===== src/sas_pkg.sv =====
// sas_pkg: constants shared by the converter sequencer and its helpers
// assumes a single 20 MHz clock and word-aligned wishbone register access
package sas_pkg;
	// register indices; byte address is four times the index
	localparam logic [7:0] IDX_PORT_A_PINS      = 8'h05;
	localparam logic [7:0] IDX_GLOBAL_IRQ_CTRL  = 8'h0B;
	localparam logic [7:0] IDX_PERIPH_IRQ_FLAGS = 8'h0C;
	localparam logic [7:0] IDX_CONV_RESULT      = 8'h1E;
	localparam logic [7:0] IDX_CONV_CONTROL     = 8'h1F;
	localparam logic [7:0] IDX_PORT_A_DIRECTION = 8'h85;
	localparam logic [7:0] IDX_PERIPH_IRQ_ENS   = 8'h8C;
	localparam logic [7:0] IDX_ANALOG_PIN_CFG   = 8'h9F;
	// reset values
	localparam logic [7:0] RST_CONV_CONTROL     = 8'h00;
	localparam logic [5:0] RST_PORT_A_DIRECTION = 6'h3F;
	localparam logic [2:0] RST_ANALOG_PIN_CFG   = 3'h0;
	localparam logic [7:0] RST_GLOBAL_IRQ_CTRL  = 8'h00;
	// field positions
	localparam int CTL_CLK_SEL_LSB = 6;
	localparam int CTL_CHAN_LSB    = 3;
	localparam int CTL_BUSY_BIT    = 2;
	localparam int CTL_POWER_BIT   = 0;
	localparam int CONV_IRQ_BIT    = 6;
	localparam int GLB_GIE_BIT     = 7;
	localparam int GLB_PERIPH_GROUP_IRQ_ENABLE_BIT    = 6;
	// compare unit mode that fires the special event trigger
	localparam logic [3:0] CMP_MODE_SPECIAL = 4'hB;
	// timing: conv_bit_period in clock cycles, counted in half periods
	localparam int CLK_PERIOD_NS   = 50;
	localparam int RC_TAD_NS       = 4000;
	localparam int HALF_2TOSC      = 1;
	localparam int HALF_8TOSC      = 4;
	localparam int HALF_32TOSC     = 16;
	localparam int HALF_RC         = RC_TAD_NS / CLK_PERIOD_NS / 2;
	// 9.5 conv_bit_period per conversion, 1.5 of them before the first trial
	localparam logic [4:0] HALVES_SETUP = 5'h03;
	localparam logic [4:0] HALVES_TOTAL = 5'h13;
	// pins treated as analog for each pin_analog_config code
	localparam logic [47:0] ANALOG_MASK_LUT = {6'h00, 6'h00, 6'h01, 6'h03,
		6'h0B, 6'h0F, 6'h2F, 6'h2F};
	typedef enum logic [1:0] {
		SAS_IDLE  = 2'b00,
		SAS_SETUP = 2'b01,
		SAS_BITS  = 2'b11,
		SAS_DONE  = 2'b10
	} sas_state_e;
endpackage


===== src/sas_tad_gen.sv =====
// sas_tad_gen: half conv_bit_period tick generator
// assumes run_i stays high for the whole conversion; restarts phase on run
`timescale 1ns/10ps
module sas_tad_gen (
	// clock and reset
	input  logic       clk_i,
	input  logic       rst_i,
	// control
	input  logic       run_i,
	input  logic [1:0] sel_i,
	// tick
	output logic       half_tick_o
);
	logic [5:0] cnt;
	logic [5:0] reload;

	// rc source is modelled as a fixed count of the main clock
	assign reload = (sel_i == 2'b00) ? 6'(sas_pkg::HALF_2TOSC - 1) :
		(sel_i == 2'b01) ? 6'(sas_pkg::HALF_8TOSC - 1) :
		(sel_i == 2'b10) ? 6'(sas_pkg::HALF_32TOSC - 1) :
		6'(sas_pkg::HALF_RC - 1);

	always_ff @(posedge clk_i) begin
		if (rst_i || !run_i) begin
			cnt         <= reload;
			half_tick_o <= 1'b0;
		end else if (cnt == 6'h00) begin
			cnt         <= reload;
			half_tick_o <= 1'b1;
		end else begin
			cnt         <= cnt - 6'h01;
			half_tick_o <= 1'b0;
		end
	end
endmodule // sas_tad_gen


===== src/sas_sar.sv =====
// sas_sar: successive approximation sequencer, one trial bit per period
// assumes comp_i is high when the held input is at or above dac_o
`timescale 1ns/10ps
module sas_sar (
	// clock and reset
	input  logic       clk_i,
	input  logic       rst_i,
	// control
	input  logic       start_i,
	input  logic       abort_i,
	input  logic       half_tick_i,
	// comparator
	input  logic       comp_i,
	// status and data
	output logic       busy_o,
	output logic       done_o,
	output logic [7:0] dac_o
);
	sas_pkg::sas_state_e state;
	logic [4:0]          halves;
	logic [2:0]          bit_idx;
	wire  [4:0]          next_halves = halves + 5'h01;

	always_ff @(posedge clk_i) begin
		if (rst_i || abort_i) begin
			state   <= sas_pkg::SAS_IDLE;
			halves  <= 5'h00;
			bit_idx <= 3'h7;
			busy_o  <= 1'b0;
			done_o  <= 1'b0;
			dac_o   <= 8'h00;
		end else begin
			done_o <= 1'b0;
			case (state)
				sas_pkg::SAS_IDLE: begin
					if (start_i) begin
						state   <= sas_pkg::SAS_SETUP;
						busy_o  <= 1'b1;
						halves  <= 5'h00;
						bit_idx <= 3'h7;
						dac_o   <= 8'h00;
					end
				end
				sas_pkg::SAS_SETUP: begin
					if (half_tick_i) begin
						halves <= next_halves;
						if (next_halves == sas_pkg::HALVES_SETUP) begin
							state          <= sas_pkg::SAS_BITS;
							dac_o[bit_idx] <= 1'b1;
						end
					end
				end
				sas_pkg::SAS_BITS: begin
					if (half_tick_i) begin
						halves <= next_halves;
						if (next_halves == sas_pkg::HALVES_TOTAL) begin
							state <= sas_pkg::SAS_DONE;
						end else if (next_halves[0]) begin
							dac_o[bit_idx] <= 1'b1;
						end else begin
							// decide the bit half a period after its trial was set
							dac_o[bit_idx] <= comp_i;
							bit_idx        <= bit_idx - 3'h1;
						end
					end
				end
				sas_pkg::SAS_DONE: begin
					state  <= sas_pkg::SAS_IDLE;
					busy_o <= 1'b0;
					done_o <= 1'b1;
				end
				default: begin
					state  <= sas_pkg::SAS_IDLE;
					busy_o <= 1'b0;
				end
			endcase
		end
	end
endmodule // sas_sar


===== src/sas_top.sv =====
// sas_top: sequencer for an 8-bit successive approximation converter
// assumes an outside comparator, sample switch and 16-bit timer
//
// Local design decision: register access over Wishbone.
`timescale 1ns/10ps
module sas_top (
	// clock and reset
	input  logic        clk_i,
	input  logic        rst_i,
	// wishbone slave
	input  logic        cyc_i,
	input  logic        stb_i,
	input  logic        we_i,
	input  logic [9:0]  adr_i,
	input  logic [3:0]  sel_i,
	input  logic [31:0] dat_i,
	output logic [31:0] dat_o,
	output logic        ack_o,
	// port a pins
	input  logic [5:0]  pin_i,
	output logic [5:0]  pin_o,
	output logic [5:0]  pin_oe_n_o,
	// analog front end
	input  logic        comp_i,
	output logic [5:0]  channel_pin_o,
	output logic        hold_connect_o,
	output logic [7:0]  dac_code_o,
	// compare unit and timer
	input  logic        trig_i,
	input  logic [3:0]  compare_mode_i,
	output logic        timer_clear_o,
	// interrupt request
	output logic        irq_o
);
	// registers
	logic [1:0] conv_clock_select;
	logic [2:0] channel_select;
	logic       conv_power_on;
	logic [7:0] conv_result;
	logic [2:0] pin_analog_config;
	logic [5:0] port_a_pins;
	logic [5:0] port_a_direction;
	logic [7:0] global_irq_control;
	logic       conv_irq_flag;
	logic       conv_irq_enable;

	// converter core
	logic       half_tick;
	logic       sar_busy;
	logic       sar_done;
	logic [7:0] sar_code;

	// bus decode
	wire        bus_req   = cyc_i && stb_i;
	wire        bus_write = bus_req && we_i && ack_o && sel_i[0];
	wire        aligned   = (adr_i[1:0] == 2'b00);
	wire  [7:0] reg_idx   = adr_i[9:2];
	wire  [7:0] wdat      = dat_i[7:0];

	wire hit_port = aligned && (reg_idx == sas_pkg::IDX_PORT_A_PINS);
	wire hit_glb  = aligned && (reg_idx == sas_pkg::IDX_GLOBAL_IRQ_CTRL);
	wire hit_flag = aligned && (reg_idx == sas_pkg::IDX_PERIPH_IRQ_FLAGS);
	wire hit_res  = aligned && (reg_idx == sas_pkg::IDX_CONV_RESULT);
	wire hit_ctl  = aligned && (reg_idx == sas_pkg::IDX_CONV_CONTROL);
	wire hit_dir  = aligned && (reg_idx == sas_pkg::IDX_PORT_A_DIRECTION);
	wire hit_ens  = aligned && (reg_idx == sas_pkg::IDX_PERIPH_IRQ_ENS);
	wire hit_cfg  = aligned && (reg_idx == sas_pkg::IDX_ANALOG_PIN_CFG);

	wire wr_port = bus_write && hit_port;
	wire wr_glb  = bus_write && hit_glb;
	wire wr_flag = bus_write && hit_flag;
	wire wr_ctl  = bus_write && hit_ctl;
	wire wr_dir  = bus_write && hit_dir;
	wire wr_ens  = bus_write && hit_ens;
	wire wr_cfg  = bus_write && hit_cfg;

	// control word fields of a write
	wire       wr_busy  = wdat[sas_pkg::CTL_BUSY_BIT];
	wire       wr_power = wdat[sas_pkg::CTL_POWER_BIT];

	// analog pin mask from the pin configuration
	wire [5:0] analog_mask = sas_pkg::ANALOG_MASK_LUT[pin_analog_config * 6 +: 6];

	// port read: analog pins read low
	wire [5:0] port_read = pin_i & ~analog_mask;

	// start sources; the trigger exists only in the special compare mode
	wire special_trig = trig_i && (compare_mode_i == sas_pkg::CMP_MODE_SPECIAL);
	// software start needs the converter already on, not powered in this write
	wire sw_start  = wr_ctl && wr_busy && conv_power_on && !sar_busy;
	// trigger starts a conversion only when powered
	wire trg_start = special_trig && conv_power_on && !sar_busy;
	wire conv_start = sw_start || trg_start;

	// power off or a busy bit written low aborts the conversion
	wire conv_abort = wr_ctl && (!wr_power || !wr_busy) && sar_busy;

	// read mux
	wire [7:0] ctl_read = {conv_clock_select, channel_select, sar_busy, 1'b0,
		conv_power_on};
	wire [7:0] rd_byte =
		hit_port ? {2'b00, port_read} :
		hit_glb  ? global_irq_control :
		hit_flag ? {1'b0, conv_irq_flag, 6'h00} :
		hit_res  ? conv_result :
		hit_ctl  ? ctl_read :
		hit_dir  ? {2'b00, port_a_direction} :
		hit_ens  ? {1'b0, conv_irq_enable, 6'h00} :
		hit_cfg  ? {5'h00, pin_analog_config} :
		8'h00;

	// one-hot channel routing; code 100 reaches the sixth pin
	wire [5:0] next_channel_pin =
		(channel_select == 3'h0) ? 6'h01 :
		(channel_select == 3'h1) ? 6'h02 :
		(channel_select == 3'h2) ? 6'h04 :
		(channel_select == 3'h3) ? 6'h08 :
		(channel_select == 3'h4) ? 6'h20 :
		6'h00;

	// interrupt gating
	wire next_irq = conv_irq_flag && conv_irq_enable
		&& global_irq_control[sas_pkg::GLB_GIE_BIT]
		&& global_irq_control[sas_pkg::GLB_PERIPH_GROUP_IRQ_ENABLE_BIT];

	// flag: a completion in the same cycle as a clear still sets it
	wire next_flag = sar_done ? 1'b1 :
		(wr_flag ? wdat[sas_pkg::CONV_IRQ_BIT] : conv_irq_flag);

	// bus handshake: answer one cycle after the request, drop after one
	always_ff @(posedge clk_i) begin
		if (rst_i) begin
			ack_o <= 1'b0;
			dat_o <= 32'h0000_0000;
		end else begin
			ack_o <= bus_req && !ack_o;
			dat_o <= {24'h00_0000, rd_byte};
		end
	end

	// converter control register
	always_ff @(posedge clk_i) begin
		if (rst_i) begin
			conv_clock_select <= sas_pkg::RST_CONV_CONTROL[sas_pkg::CTL_CLK_SEL_LSB +: 2];
			channel_select    <= sas_pkg::RST_CONV_CONTROL[sas_pkg::CTL_CHAN_LSB +: 3];
			conv_power_on     <= sas_pkg::RST_CONV_CONTROL[sas_pkg::CTL_POWER_BIT];
		end else if (wr_ctl) begin
			conv_clock_select <= wdat[sas_pkg::CTL_CLK_SEL_LSB +: 2];
			channel_select    <= wdat[sas_pkg::CTL_CHAN_LSB +: 3];
			conv_power_on     <= wr_power;
		end
	end

	// pin configuration and port registers
	always_ff @(posedge clk_i) begin
		if (rst_i) begin
			pin_analog_config <= sas_pkg::RST_ANALOG_PIN_CFG;
			port_a_direction  <= sas_pkg::RST_PORT_A_DIRECTION;
			port_a_pins       <= 6'h00;
		end else begin
			if (wr_cfg) begin
				pin_analog_config <= wdat[2:0];
			end
			if (wr_dir) begin
				port_a_direction <= wdat[5:0];
			end
			if (wr_port) begin
				port_a_pins <= wdat[5:0];
			end
		end
	end

	// interrupt registers
	always_ff @(posedge clk_i) begin
		if (rst_i) begin
			global_irq_control <= sas_pkg::RST_GLOBAL_IRQ_CTRL;
			conv_irq_flag      <= 1'b0;
			conv_irq_enable    <= 1'b0;
		end else begin
			conv_irq_flag <= next_flag;
			if (wr_glb) begin
				global_irq_control <= wdat;
			end
			if (wr_ens) begin
				conv_irq_enable <= wdat[sas_pkg::CONV_IRQ_BIT];
			end
		end
	end

	// result keeps its content through reset
	always_ff @(posedge clk_i) begin
		if (sar_done) begin
			conv_result <= sar_code;
		end
	end

	// pin and front-end outputs
	always_ff @(posedge clk_i) begin
		if (rst_i) begin
			pin_o          <= 6'h00;
			pin_oe_n_o     <= sas_pkg::RST_PORT_A_DIRECTION;
			channel_pin_o  <= 6'h01;
			hold_connect_o <= 1'b0;
			timer_clear_o  <= 1'b0;
			irq_o          <= 1'b0;
		end else begin
			// drivers stay on regardless of analog use, so a driven level converts
			pin_o          <= port_a_pins;
			pin_oe_n_o     <= port_a_direction;
			channel_pin_o  <= next_channel_pin;
			// capacitor held off the pin from start to completion
			hold_connect_o <= conv_power_on && !sar_busy && !conv_start;
			// the timer clear ignores the power state
			timer_clear_o  <= special_trig;
			irq_o          <= next_irq;
		end
	end

	// bit period clock
	sas_tad_gen u_tad (
		.clk_i       (clk_i),
		.rst_i       (rst_i),
		.run_i       (sar_busy),
		.sel_i       (conv_clock_select),
		.half_tick_o (half_tick)
	);

	// approximation engine: 19 half periods per conversion
	sas_sar u_sar (
		.clk_i       (clk_i),
		.rst_i       (rst_i),
		.start_i     (conv_start),
		.abort_i     (conv_abort),
		.half_tick_i (half_tick),
		.comp_i      (comp_i),
		.busy_o      (sar_busy),
		.done_o      (sar_done),
		.dac_o       (sar_code)
	);

	// trial code straight from the engine's register: an extra stage would make
	// the 2-clock bit period decide each bit against the previous trial
	assign dac_code_o = sar_code;
endmodule // sas_top


===== config.mk =====
export PLATFORM = sky130hd
export DESIGN_NAME = sas_top
export DESIGN_NICKNAME = d
export VERILOG_FILES = /design/src/sas_pkg.sv /design/src/sas_tad_gen.sv /design/src/sas_sar.sv /design/src/sas_top.sv
export SDC_FILE = /design/constraint.sdc
export NUM_CORES = 1
export LEC_CHECK = 0
export BUFFER_PORTS_ARGS = -buffer_cell sky130_fd_sc_hd__clkbuf_2
export CAP_MARGIN = 20
export CORE_ASPECT_RATIO = 1.2
export CORE_MARGIN = 1.5
export CORE_UTILIZATION = 39
export CTS_BUF_LIST = sky130_fd_sc_hd__clkbuf_8 sky130_fd_sc_hd__clkbuf_16
export DETAILED_ROUTE_END_ITERATION = 8
export GPL_TIMING_DRIVEN = 0
export HOLD_SLACK_MARGIN = 0.08
export PLACE_DENSITY = 0.61
export SLEW_MARGIN = 5
export SYNTH_ARGS = -nofsm -noshare
export SYNTH_HDL_FRONTEND = slang
export SYNTH_SLANG_ARGS = --single-unit

===== constraint.sdc =====
create_clock -name clk_i -period 2.8 [get_ports clk_i]
set_clock_uncertainty 0.2 [all_clocks]
set_input_delay 0.56 -clock clk_i [delete_from_list [all_inputs] [get_ports clk_i]]
set_output_delay 0.56 -clock clk_i [all_outputs]
set_load 0.01 [all_outputs]

==> flow_summary.rst, run 1 <==
.. list-table::
   :header-rows: 1

   * - Metric
     - Value
   * - RSZ-0062 raised after global routing
     - no
   * - Synthesis-stage register bit count
     - 95
   * - Die Footprint
     - 11700 µm²
   * - Reg2reg path depth
     - 6
   * - Final hold slack
     - 266 ps
   * - Worst rel slew slack
     - 48.4%
   * - CP max-delay cell
     - sky130_fd_sc_hd__or4b_1
   * - Number of pins with negative max-slew slack in the final report
     - 0
   * - Inserted Diodes
     - 0
   * - Starting utilization of the core area
     - 40.6%
   * - Synth top area cells
     - sky130_fd_sc_hd__dfxtp_1 40%, sky130_fd_sc_hd__mux2i_1 8.6%, sky130_fd_sc_hd__edfxtp_1 5.6%
   * - Input/output buffers
     - 70
   * - Power per cell area
     - 524 nW/µm²
   * - Post_cts resized
     - 0
   * - Total chip power
     - 2740 µW
   * - Tot GR Track Use
     - 18.5%
   * - Number of sinks handled by clock tree synthesis
     - 95
   * - Final number of setup-violating endpoints
     - 0
   * - GR Overflow Total
     - 0
   * - Cells along the critical path
     - ha_1 -> or4b_1 -> o31ai_1 -> mux2_2 -> nand3_2 -> mux2_2
   * - Crit path kind
     - reg -> reg
   * - Most common flop cell mapped by yosys
     - sky130_fd_sc_hd__dfxtp_1
   * - Gp weighted congestion
     - 0.841
   * - Maximum fanout count along the critical path
     - 9
   * - Count of boundary I/O pins
     - 125
   * - Maximum frequency from static timing analysis
     - 387 MHz
   * - Run status
     - finished, violations left
   * - Number of violations of the max-capacitance limit
     - 0
   * - Number of vias per cell after detailed routing
     - 5.12
   * - Reported leakage power
     - 0.00220 µW
   * - Final Routed Wirelength
     - 10600 µm
   * - Synth Instances
     - 460
   * - Post-route fraction of the period consumed by the critical path
     - 92.2%
   * - Filler cell count in the final layout
     - 1034
   * - Number of antenna violations at the first check in global routing
     - 0
   * - Core area
     - 10600 µm²
   * - Netlist area before placement
     - 4310 µm²
   * - Ratio of cells with drive above 1 in the final layout
     - 24.7%
   * - Register area share after synthesis
     - 46.0%
   * - Critical Path Most Common Cell
     - sky130_fd_sc_hd__mux2_2
   * - Async set-or-reset flop fraction in the synthesized netlist
     - 0%
   * - Top cell type by total area after synthesis
     - sky130_fd_sc_hd__dfxtp_1
   * - Maximum number of pins on one net before global-route repair
     - 20
   * - Maximum resistive drop on vdd
     - 0.262 mV
   * - Count of flip-flops with a built-in enable after synthesis
     - 8
   * - P&R area growth vs syn
     - 21.2%
   * - Worst reg2reg endpoint
     - u_sar.dac_o[6]
   * - Required time at the endpoint of the critical path
     - 2840 ps
   * - Mean routed wirelength per cell
     - 15.1 µm
   * - Transition time at the pin with the least slew margin
     - 768 ps
   * - Wire length of the first global-routing pass
     - 17000 µm
   * - Worst slack at placement
     - -282 ps
   * - Post-synth top area share
     - 40.4%
   * - End point of the most critical hold path
     - pin_o[1]
   * - Clock tree from TritonCTS
     - done
   * - Number of global-route vias before repair
     - 3371
   * - DR iter-0 viols
     - 165
   * - Warning count from the yosys run
     - 0
   * - Depth of the worst hold-timing path
     - 1
   * - Final routed DRC violation total
     - 10
   * - Type of element launching the critical path
     - flip-flop
   * - Clk Tree Root Cell
     - sky130_fd_sc_hd__clkbuf_16
   * - Clock transition at path regs
     - 70 ps
   * - FF-to-FF Start
     - u_sar.halves[0]
   * - Endpoints failing hold
     - 0
   * - Number of detailed-routing iterations run before antenna repair
     - 9
   * - Clock Latency Late Sink
     - 340 ps
   * - Num rows
     - 41
   * - Count of antenna-violating nets left after detailed routing
     - 0
   * - Max Root-Sink Buffers
     - 2
   * - Final Worst Setup Slack
     - 218 ps
   * - Synthesized area per cell
     - 9.36 µm²
   * - Number of hold buffers added after CTS
     - 0
   * - Clock buffer count from CTS
     - 9
   * - CP max stage delay
     - 480 ps
   * - Height of the die
     - 118 µm
   * - Detailed-route via count
     - 3589
   * - Clock H-tree levels
     - 3
   * - Failing checks
     - DRC
   * - Post-detail-place hpwl
     - 7820 µm
   * - Number of unique standard cell types used by synthesis
     - 58
   * - Internal reg-to-reg setup slack
     - 220 ps
   * - Number of nets at the end of the flow
     - 634
   * - Die span in x
     - 98.9 µm
   * - Tightest Hold Check Type
     - reg -> reg
   * - Final design utilization
     - 49.2%
   * - Final critical path time including I/O delays and setup
     - 2580 ps
   * - Worst Setup End Kind
     - flip-flop
   * - Worst hold start
     - port_a_pins[1]
   * - Data arrival time of the critical path
     - 2620 ps
[stage by stage]
step	TNS (ps)	cell area, µm²	instances
floorplan	0	4400	484
global placement	-2890	4910	683
detailed placement	-3020	4910	683
CTS	0	5210	699
global route	0	5220	701
finish	0	5220	701
[worst max-delay path, delay by kind of cell (launching register included)]
family                   cells  cell delay [ps]
multiplexers                 2              750
AND/OR/NAND/NOR              2              700
AO/OA/AOI/OAI                1              140
flip-flops                   1              390
adder cells (fa/ha/maj)      1              290
[what timing repair did]
action | in CTS | in global routing
hold endpoints to repair | 0 | 0
setup buffers | 0 | 2
endpoints found under the setup margin | 0 | 10
[synthesized netlist by cell type, types with 4 or more instances]
master                     instances
sky130_fd_sc_hd__buf_4            25
sky130_fd_sc_hd__nor3_1           11
sky130_fd_sc_hd__inv_1             8
sky130_fd_sc_hd__o21ai_0           4
sky130_fd_sc_hd__mux2_2           11
sky130_fd_sc_hd__nand4_1           6
sky130_fd_sc_hd__dfxtp_1          87
sky130_fd_sc_hd__nand3_1          21
sky130_fd_sc_hd__a31oi_1           9
sky130_fd_sc_hd__a21oi_1          19
sky130_fd_sc_hd__or3_1             6
sky130_fd_sc_hd__nand2_1          45
sky130_fd_sc_hd__clkbuf_1         22
sky130_fd_sc_hd__or2_2             6
sky130_fd_sc_hd__mux2i_1          37
sky130_fd_sc_hd__nor2_1           46
sky130_fd_sc_hd__a32oi_1           5
sky130_fd_sc_hd__ha_1              4
sky130_fd_sc_hd__nor2b_1           8
sky130_fd_sc_hd__and2_1            5
sky130_fd_sc_hd__and3_1            8
sky130_fd_sc_hd__edfxtp_1          8
[registers in the layout (all words and copies together) (netlist names), 2 cells and up]
register / count
conv_clock_select: 2
dat_o: 8
conv_result: 8
port_a_pins: 6
channel_select: 3
u_sar.state: 2
global_irq_control: 8
pin_analog_config: 3
pin_oe_n_o: 6
u_sar.dac_o: 8
port_a_direction: 6
u_sar.halves: 5
u_sar.bit_idx: 3
channel_pin_o: 5
u_tad.cnt: 6
pin_o: 6
[how the worst max path moves through the flow]
stage,to,start,cells past startpoint
3_3_place_gp,u_sar.halves[3],adr_i[2],7
3_5_place_dp,u_sar.halves[3],adr_i[2],7
2_1_floorplan,u_sar.dac_o[5],adr_i[1],6
4_1_cts,u_sar.halves[3],adr_i[2],7
6_report,u_sar.dac_o[6],u_sar.halves[0],6
5_1_grt,port_a_direction[5],adr_i[2],8
[report_power, final]
| group | switching, µW | internal (µW) | total (µW) |
|---|---|---|---|
| combinational | 84.9 | 58.2 | 143 |
| sequential | 0.851 | 1370 | 1370 |
| clock | 593 | 633 | 1230 |
| total | 679 | 2060 | 2740 |
[layer usage]
metal / up-vias / wire, µm / global-route usage (%)
met5: - / 0 / 0
li1: 1799 / - / -
met3: 12 / 519 / 3.19
met1: 1675 / 4590 / 23.1
met4: 0 / 159 / 6.79
met2: 103 / 5280 / 31.8
[cell type report]
class	count	area, µm²	area share (%)
clock inverters	7	72.6	1.39
well taps	129	161	3.09
plain buffers	50	285	5.46
repair buffers	72	365	7.00
clock buffers	9	225	4.31
inverters	8	30.0	0.575
multi-input cells	331	2100	40.2
flip-flops and latches	95	1980	37.9
[logic make-up (layout without fill, tap and decap cells)]
kind of cell,count (synthesis),in the layout,share of synthesized area (%)
DFF,95,95,46.0
xor gates and xnor gates,5,5,1.02
AOI/OAI and AO/OA,60,60,9.67
other,1,25,0.0870
buffers and inverters,58,146,7.32
and+or+nand+nor,189,189,23.3
adders and majority gates,4,4,1.16
muxes,48,48,11.5
[layout by cell type, fill, tap and decap left out, types with 3 or more instances in the layout]
cell / synthesis / layout
sky130_fd_sc_hd__dfxtp_1: 87 / 87
sky130_fd_sc_hd__clkbuf_2: 0 / 70
sky130_fd_sc_hd__nor2_1: 46 / 46
sky130_fd_sc_hd__nand2_1: 45 / 45
sky130_fd_sc_hd__mux2i_1: 37 / 37
sky130_fd_sc_hd__buf_4: 25 / 27
sky130_fd_sc_hd__conb_1: 1 / 25
sky130_fd_sc_hd__clkbuf_1: 22 / 22
sky130_fd_sc_hd__nand3_1: 21 / 21
sky130_fd_sc_hd__a21oi_1: 19 / 19
sky130_fd_sc_hd__nor3_1: 11 / 11
sky130_fd_sc_hd__mux2_2: 11 / 11
sky130_fd_sc_hd__a31oi_1: 9 / 9
sky130_fd_sc_hd__clkbuf_16: 0 / 9
sky130_fd_sc_hd__inv_1: 8 / 8
sky130_fd_sc_hd__and3_1: 8 / 8
sky130_fd_sc_hd__nor2b_1: 8 / 8
sky130_fd_sc_hd__edfxtp_1: 8 / 8
sky130_fd_sc_hd__or3_1: 6 / 6
sky130_fd_sc_hd__nand4_1: 6 / 6
sky130_fd_sc_hd__or2_2: 6 / 6
sky130_fd_sc_hd__and2_1: 5 / 5
sky130_fd_sc_hd__a32oi_1: 5 / 5
sky130_fd_sc_hd__o21ai_0: 4 / 4
sky130_fd_sc_hd__ha_1: 4 / 4
sky130_fd_sc_hd__nand2b_1: 3 / 3
sky130_fd_sc_hd__xor2_1: 3 / 3
sky130_fd_sc_hd__o31ai_1: 3 / 3
sky130_fd_sc_hd__buf_2: 3 / 3
sky130_fd_sc_hd__a21o_1: 3 / 3
sky130_fd_sc_hd__a222oi_1: 3 / 3
sky130_fd_sc_hd__a22oi_1: 3 / 3
sky130_fd_sc_hd__inv_6: 0 / 3
Note: power is estimated with default switching activity, not from simulation.
==> run 2, diff against run 1 <==
- PLACE_DENSITY: 0.61 -> 0.68
- SKIP_CTS_REPAIR_TIMING: unset -> 1
==> run 2 against run 1 <==
The flow still finishes with violations (DRC). Critical path depth is the same. Sequential power is essentially flat. Final cell count grew 0.14%. Worst hold slack gained 2.7 ps. Sequential share of layout area shrank 0.054 points. Fmax grew 0.35%. Sequential cell count is the same.
==> flow_summary.rst, run 2 (same netlist as run 1, synthesis figures left out) <==
.. list-table::
   :header-rows: 1

   * - Metric
     - Value
   * - Count of boundary I/O pins
     - 125 (unchanged)
   * - Gp weighted congestion
     - 0.922 (+9.7%)
   * - Ratio of cells with drive above 1 in the final layout
     - 24.8% (+0.13 points)
   * - Power per cell area
     - 521 nW/µm² (-0.52%)
   * - GR Overflow Total
     - 0 (unchanged)
   * - Inserted Diodes
     - 0 (unchanged)
   * - Reported leakage power
     - 0.00221 µW (+0.47%)
   * - Die span in x
     - 98.9 µm (unchanged)
   * - Number of vias per cell after detailed routing
     - 5.15 (+0.55%)
   * - Max Root-Sink Buffers
     - 2 (unchanged)
   * - Highest-count cells in the layout ignoring fill and taps
     - 87 x sky130_fd_sc_hd__dfxtp_1, 70 x sky130_fd_sc_hd__clkbuf_2, 46 x sky130_fd_sc_hd__nor2_1
   * - Filler cell count in the final layout
     - 1021 (-1.3%)
   * - Mean routed wirelength per cell
     - 14.8 µm (-1.9%)
   * - Clock transition at path regs
     - 70 ps (about the same)
   * - Number of violations of the max-capacitance limit
     - 0 (unchanged)
   * - Number of nets at the end of the flow
     - 635 (+0.16%)
   * - Tightest Hold Check Type
     - reg -> reg
   * - Worst Setup End Kind
     - flip-flop
   * - Maximum resistive drop on vdd
     - 0.247 mV (-5.5%)
   * - Worst rel slew slack
     - 40.3% (-8.1 points)
   * - Number of global-route vias before repair
     - 3315 (-1.7%)
   * - Core area
     - 10600 µm² (unchanged)
   * - Wire length of the first global-routing pass
     - 16500 µm (-2.8%)
   * - Clock buffer count from CTS
     - 9 (unchanged)
   * - Maximum number of pins on one net before global-route repair
     - 20 (unchanged)
   * - Leading cell type in the layout, fill and taps excluded
     - sky130_fd_sc_hd__dfxtp_1
   * - Count of antenna-violating nets left after detailed routing
     - 0 (unchanged)
   * - Placed Cells
     - 683 (unchanged)
   * - RSZ-0062 raised after global routing
     - no
   * - Detailed-route via count
     - 3614 (+0.70%)
   * - Clock Latency Late Sink
     - 350 ps (about the same)
   * - Type of element launching the critical path
     - flip-flop
   * - Number of antenna violations at the first check in global routing
     - 0 (unchanged)
   * - Endpoints failing hold
     - 0 (unchanged)
   * - Worst slack at placement
     - -291 ps (-8.89 ps)
   * - P&R area growth vs syn
     - 21.4%
   * - Starting utilization of the core area
     - 40.6% (unchanged)
   * - Input/output buffers
     - 70 (unchanged)
   * - Run status
     - finished, violations left
   * - Number of cells in the finished layout apart from fillers
     - 702 (+0.14%)
   * - Required time at the endpoint of the critical path
     - 2840 ps (about the same)
   * - Failing checks
     - DRC
   * - Maximum fanout count along the critical path
     - 9 (unchanged)
   * - Clock H-tree levels
     - 3 (unchanged)
   * - Number of detailed-routing iterations run before antenna repair
     - 7 (-2)
   * - Height of the die
     - 118 µm (unchanged)
   * - Setup tns final
     - 0 ps (unchanged)
   * - Final routed DRC violation total
     - 10 (unchanged)
   * - Num rows
     - 41 (unchanged)
   * - Clock tree from TritonCTS
     - done
   * - Transition time at the pin with the least slew margin
     - 889 ps (+121 ps)
   * - Crit path kind
     - reg -> reg
   * - Post-route fraction of the period consumed by the critical path
     - 91.9% (-0.32 points)
   * - Final number of setup-violating endpoints
     - 0 (unchanged)
   * - Post-detail-place hpwl
     - 7610 µm (-2.7%)
   * - DR iter-0 viols
     - 156 (-5.5%)
   * - Final critical path time including I/O delays and setup
     - 2570 ps (-8.99 ps)
   * - Number of pins with negative max-slew slack in the final report
     - 0 (unchanged)
   * - Data arrival time of the critical path
     - 2610 ps (about the same)
   * - Final Worst Setup Slack
     - 227 ps (+8.99 ps)
   * - Clk Tree Root Cell
     - sky130_fd_sc_hd__clkbuf_16
   * - Maximum frequency from static timing analysis
     - 389 MHz (+0.35%)
   * - Tot GR Track Use
     - 17.8% (-0.74 points)
   * - Number of sinks handled by clock tree synthesis
     - 95 (unchanged)
   * - Die Footprint
     - 11700 µm² (unchanged)
   * - Final Routed Wirelength
     - 10400 µm (-1.8%)
[run 2: worst paths after layout]
kind                   startpoint        endpoint  slack [ps]  cells past startpoint
hold / removal     port_a_pins[1]        pin_o[1]         270                      1
setup reg to reg  u_sar.halves[0]  u_sar.dac_o[6]         230                      6
hold reg to reg    port_a_pins[1]        pin_o[1]         270                      1
setup / recovery  u_sar.halves[0]  u_sar.dac_o[6]         230                      6
[run 2: layer usage]
layer	vias up	GRT usage, %	wire length, µm
li1	1794	-	-
met1	1678	22.4	4410
met2	122	29.8	5110
met3	20	4.08	634
met4	0	5.89	212
met5	-	0	0
[run 2: final cells by class]
| cell class | count | area, µm² | area share, % |
|---|---|---|---|
| Multi-Input combinational cell | 331 | 2100 | 40.2 |
| Sequential cell | 95 | 1980 | 37.9 |
| Timing Repair Buffer | 73 | 373 | 7.13 |
| Buffer | 50 | 285 | 5.45 |
| Clock buffer | 9 | 225 | 4.31 |
| Tap cell | 129 | 161 | 3.09 |
| Clock inverter | 7 | 72.6 | 1.39 |
| Inverter | 8 | 30.0 | 0.574 |
[run 2: critical path, cell delays in order (launching register included)]
cell                      delay (ps)
sky130_fd_sc_hd__dfxtp_1         390
sky130_fd_sc_hd__ha_1            290
sky130_fd_sc_hd__or4b_1          470
sky130_fd_sc_hd__o31ai_1         130
sky130_fd_sc_hd__mux2_2          400
sky130_fd_sc_hd__nand3_2         220
sky130_fd_sc_hd__mux2_2          370
[run 2: through the flow]
step / util, % / hold slack [ps] / instance area, µm² / power, µW
finish: 49.3 / 268 / 5230 / 2730
global route: 49.3 / 286 / 5230 / 2810
CTS: 49.0 / 263 / 5210 / 2740
detailed placement: 46.2 / 259 / 4910 / 1540
global placement: 46.2 / 244 / 4910 / 1540
floorplan: - / 231 / 4400 / 1480
[run 2: power by group]
part | switching, µW | internal [µW] | total [µW]
registers | 0.747 | 1370 | 1370
logic | 83.5 | 58.2 | 142
clock network | 585 | 632 | 1220
total | 669 | 2060 | 2730
==> run 3, diff against run 2 <==
- clock period: 2.8 -> 3.14 ns (I/O delays scaled with it)
==> run 3 against run 2 <==
Highest routed layer unchanged. Register-to-register slack better by 340 ps. Critical endpoint is now u_sar.halves[3]. Setup slack better by 61 ps. Sequential cell count unchanged. Sequential share of layout area up 0.16 points. Critical path type is now in -> reg. The run still ends with DRC left.
==> flow_summary.rst, run 3 (same netlist as run 1, synthesis figures left out) <==
.. list-table::
   :header-rows: 1

   * - Metric
     - Value
   * - Run status
     - finished, violations left
   * - Failing checks
     - DRC
   * - Final number of setup-violating endpoints
     - 0 (unchanged)
   * - Switching share of power
     - 24.5% (-0.043 points)
   * - Clock Latency Late Sink
     - 350 ps (about the same)
   * - Total chip power
     - 2430 µW (-11%)
   * - Filler cell count in the final layout
     - 1025 (+0.39%)
   * - Worst rel slew slack
     - 37.2% (-3.0 points)
   * - Inserted Diodes
     - 0 (unchanged)
   * - GR Overflow Total
     - 0 (unchanged)
   * - Reg2reg path depth
     - 6 (unchanged)
   * - Tot GR Track Use
     - 17.8% (unchanged)
   * - Clock H-tree levels
     - 3 (unchanged)
   * - Num rows
     - 41 (unchanged)
   * - Post-route fraction of the period consumed by the critical path
     - 90.8%
   * - Clock tree from TritonCTS
     - done
   * - Switching power total
     - 595 µW (-11%)
   * - Die span in x
     - 98.9 µm (unchanged)
   * - CP max-delay cell
     - sky130_fd_sc_hd__nor4_4
   * - Maximum resistive drop on vdd
     - 0.218 mV (-12%)
   * - Maximum number of pins on one net before global-route repair
     - 20 (unchanged)
   * - Wire length of the first global-routing pass
     - 16500 µm (unchanged)
   * - Number of pins with negative max-slew slack in the final report
     - 0 (unchanged)
   * - Leading cell type in the layout, fill and taps excluded
     - sky130_fd_sc_hd__dfxtp_1
   * - Final Routed Wirelength
     - 10400 µm (unchanged)
   * - CP max stage delay
     - 630 ps (+160 ps)
   * - Detailed-route via count
     - 3587 (-0.75%)
   * - Clock buffer count from CTS
     - 9 (unchanged)
   * - Placed Cells
     - 683 (unchanged)
   * - Tightest Hold Check Type
     - reg -> reg
   * - Endpoints failing hold
     - 0 (unchanged)
   * - Data arrival time of the critical path
     - 2870 ps (+260 ps)
   * - Power per cell area
     - 466 nW/µm² (-10%)
   * - Mean routed wirelength per cell
     - 14.8 µm (+0.43%)
   * - Ratio of cells with drive above 1 in the final layout
     - 24.4% (-0.40 points)
   * - Number of antenna violations at the first check in global routing
     - 0 (unchanged)
   * - Maximum frequency from static timing analysis
     - 351 MHz
   * - Transition time at the pin with the least slew margin
     - 934 ps (+45.1 ps)
   * - Final critical path time including I/O delays and setup
     - 2850 ps
   * - Setup tns final
     - 0 ps (unchanged)
   * - Count of antenna-violating nets left after detailed routing
     - 0 (unchanged)
   * - Count of boundary I/O pins
     - 125 (unchanged)
   * - RSZ-0062 raised after global routing
     - no
   * - Depth of the worst hold-timing path
     - 1 (unchanged)
   * - Crit path kind
     - in -> reg
   * - Highest-count cells in the layout ignoring fill and taps
     - 87 x sky130_fd_sc_hd__dfxtp_1, 70 x sky130_fd_sc_hd__clkbuf_2, 46 x sky130_fd_sc_hd__nor2_1
   * - Fraction of power consumed by the clock network
     - 44.6% (about the same)
   * - Final routed DRC violation total
     - 10 (unchanged)
   * - Post-detail-place hpwl
     - 7610 µm (unchanged)
   * - Clk Tree Root Cell
     - sky130_fd_sc_hd__clkbuf_16
   * - Proportion of power drawn by combinational gates
     - 5.2% (about the same)
   * - Number of cells in the finished layout apart from fillers
     - 699 (-0.43%)
   * - Required time at the endpoint of the critical path
     - 3160 ps (+320 ps)
   * - Clock transition at path regs
     - 70 ps (about the same)
   * - P&R area growth vs syn
     - 20.9%
   * - Number of sinks handled by clock tree synthesis
     - 95 (unchanged)
   * - Final design utilization
     - 49.0% (-0.21 points)
   * - Starting utilization of the core area
     - 40.6% (unchanged)
   * - Cells along the critical path
     - clkbuf_1 -> nand4_1 -> nor4_4 -> a32oi_1 -> clkbuf_1 -> a32oi_1 -> nor2_1
   * - Cell-internal power
     - 1830 µW (-11%)
   * - Height of the die
     - 118 µm (unchanged)
   * - Gp weighted congestion
     - 0.922 (unchanged)
   * - Reported leakage power
     - 0.00220 µW (-0.74%)
   * - Max Root-Sink Buffers
     - 2 (unchanged)
   * - Core area
     - 10600 µm² (unchanged)
   * - Die Footprint
     - 11700 µm² (unchanged)
   * - Number of nets at the end of the flow
     - 632 (-0.47%)
   * - Type of element launching the critical path
     - input port
   * - Maximum fanout count along the critical path
     - 10 (+1)
   * - Worst Setup End Kind
     - flip-flop
   * - Sequential Power Share
     - 50.2% (about the same)
   * - Number of global-route vias before repair
     - 3315 (unchanged)
   * - Number of vias per cell after detailed routing
     - 5.13 (-0.32%)
   * - Number of detailed-routing iterations run before antenna repair
     - 7 (unchanged)
   * - Number of violations of the max-capacitance limit
     - 0 (unchanged)
   * - DR iter-0 viols
     - 153 (-1.9%)
   * - Input/output buffers
     - 70 (unchanged)
## run 3: cell types whose count changed in the layout (fill, tap and decap cells not counted), sizes merged
| cell | change |
|---|---|
| buf | -3 |
## run 3: final cells by class
class / count / area [µm²] / area share [%]
well taps: 129 / 161 / 3.10
clock inverters: 7 / 72.6 / 1.39
clock buffers: 9 / 225 / 4.32
inverters: 8 / 30.0 / 0.577
plain buffers: 50 / 285 / 5.48
multi-input cells: 331 / 2100 / 40.3
flip-flops and latches: 95 / 1980 / 38.1
repair buffers: 70 / 350 / 6.73
## run 3: final timing paths
path | startpoint | to | slack [ps]
min | port_a_pins[1] | pin_o[1] | 270
max | adr_i[2] | u_sar.halves[3] | 290
max reg2reg | u_sar.halves[0] | u_sar.dac_o[6] | 570
min reg2reg | port_a_pins[1] | pin_o[1] | 270
## run 3: through the flow
step | hold slack [ps] | setup slack [ps] | instance area, µm²
floorplan | 231 | 556 | 4400
global placement | 244 | 47.1 | 4910
detailed placement | 259 | -18.6 | 4910
CTS | 270 | 345 | 5210
global route | 286 | 231 | 5210
finish | 268 | 288 | 5210
## run 3: routing by layer
metal,share of wire [%],wire [µm],up-vias,global-route usage [%]
met5,0,0,-,0
met4,1.9,199,0,5.89
met3,5.9,610,17,4.08
met2,49,5100,126,29.8
met1,43,4460,1658,22.4
li1,-,-,1786,-
## run 3: power groups by stage
stage	sequential [µW]	combinational (µW)	clock [µW]
after floorplan	1250	75.8	0
after global placement	1250	123	0
after detailed placement	1250	124	0
after CTS	1220	125	1100
after global routing	1220	138	1150
final	1220	127	1080
## run 3: critical path, delay by kind of cell
| family | cells | cell delay (ps) |
|---|---|---|
| AND/OR/NAND/NOR | 3 | 930 |
| buffers and inverters | 2 | 700 |
| AO/OA/AOI/OAI | 2 | 600 |
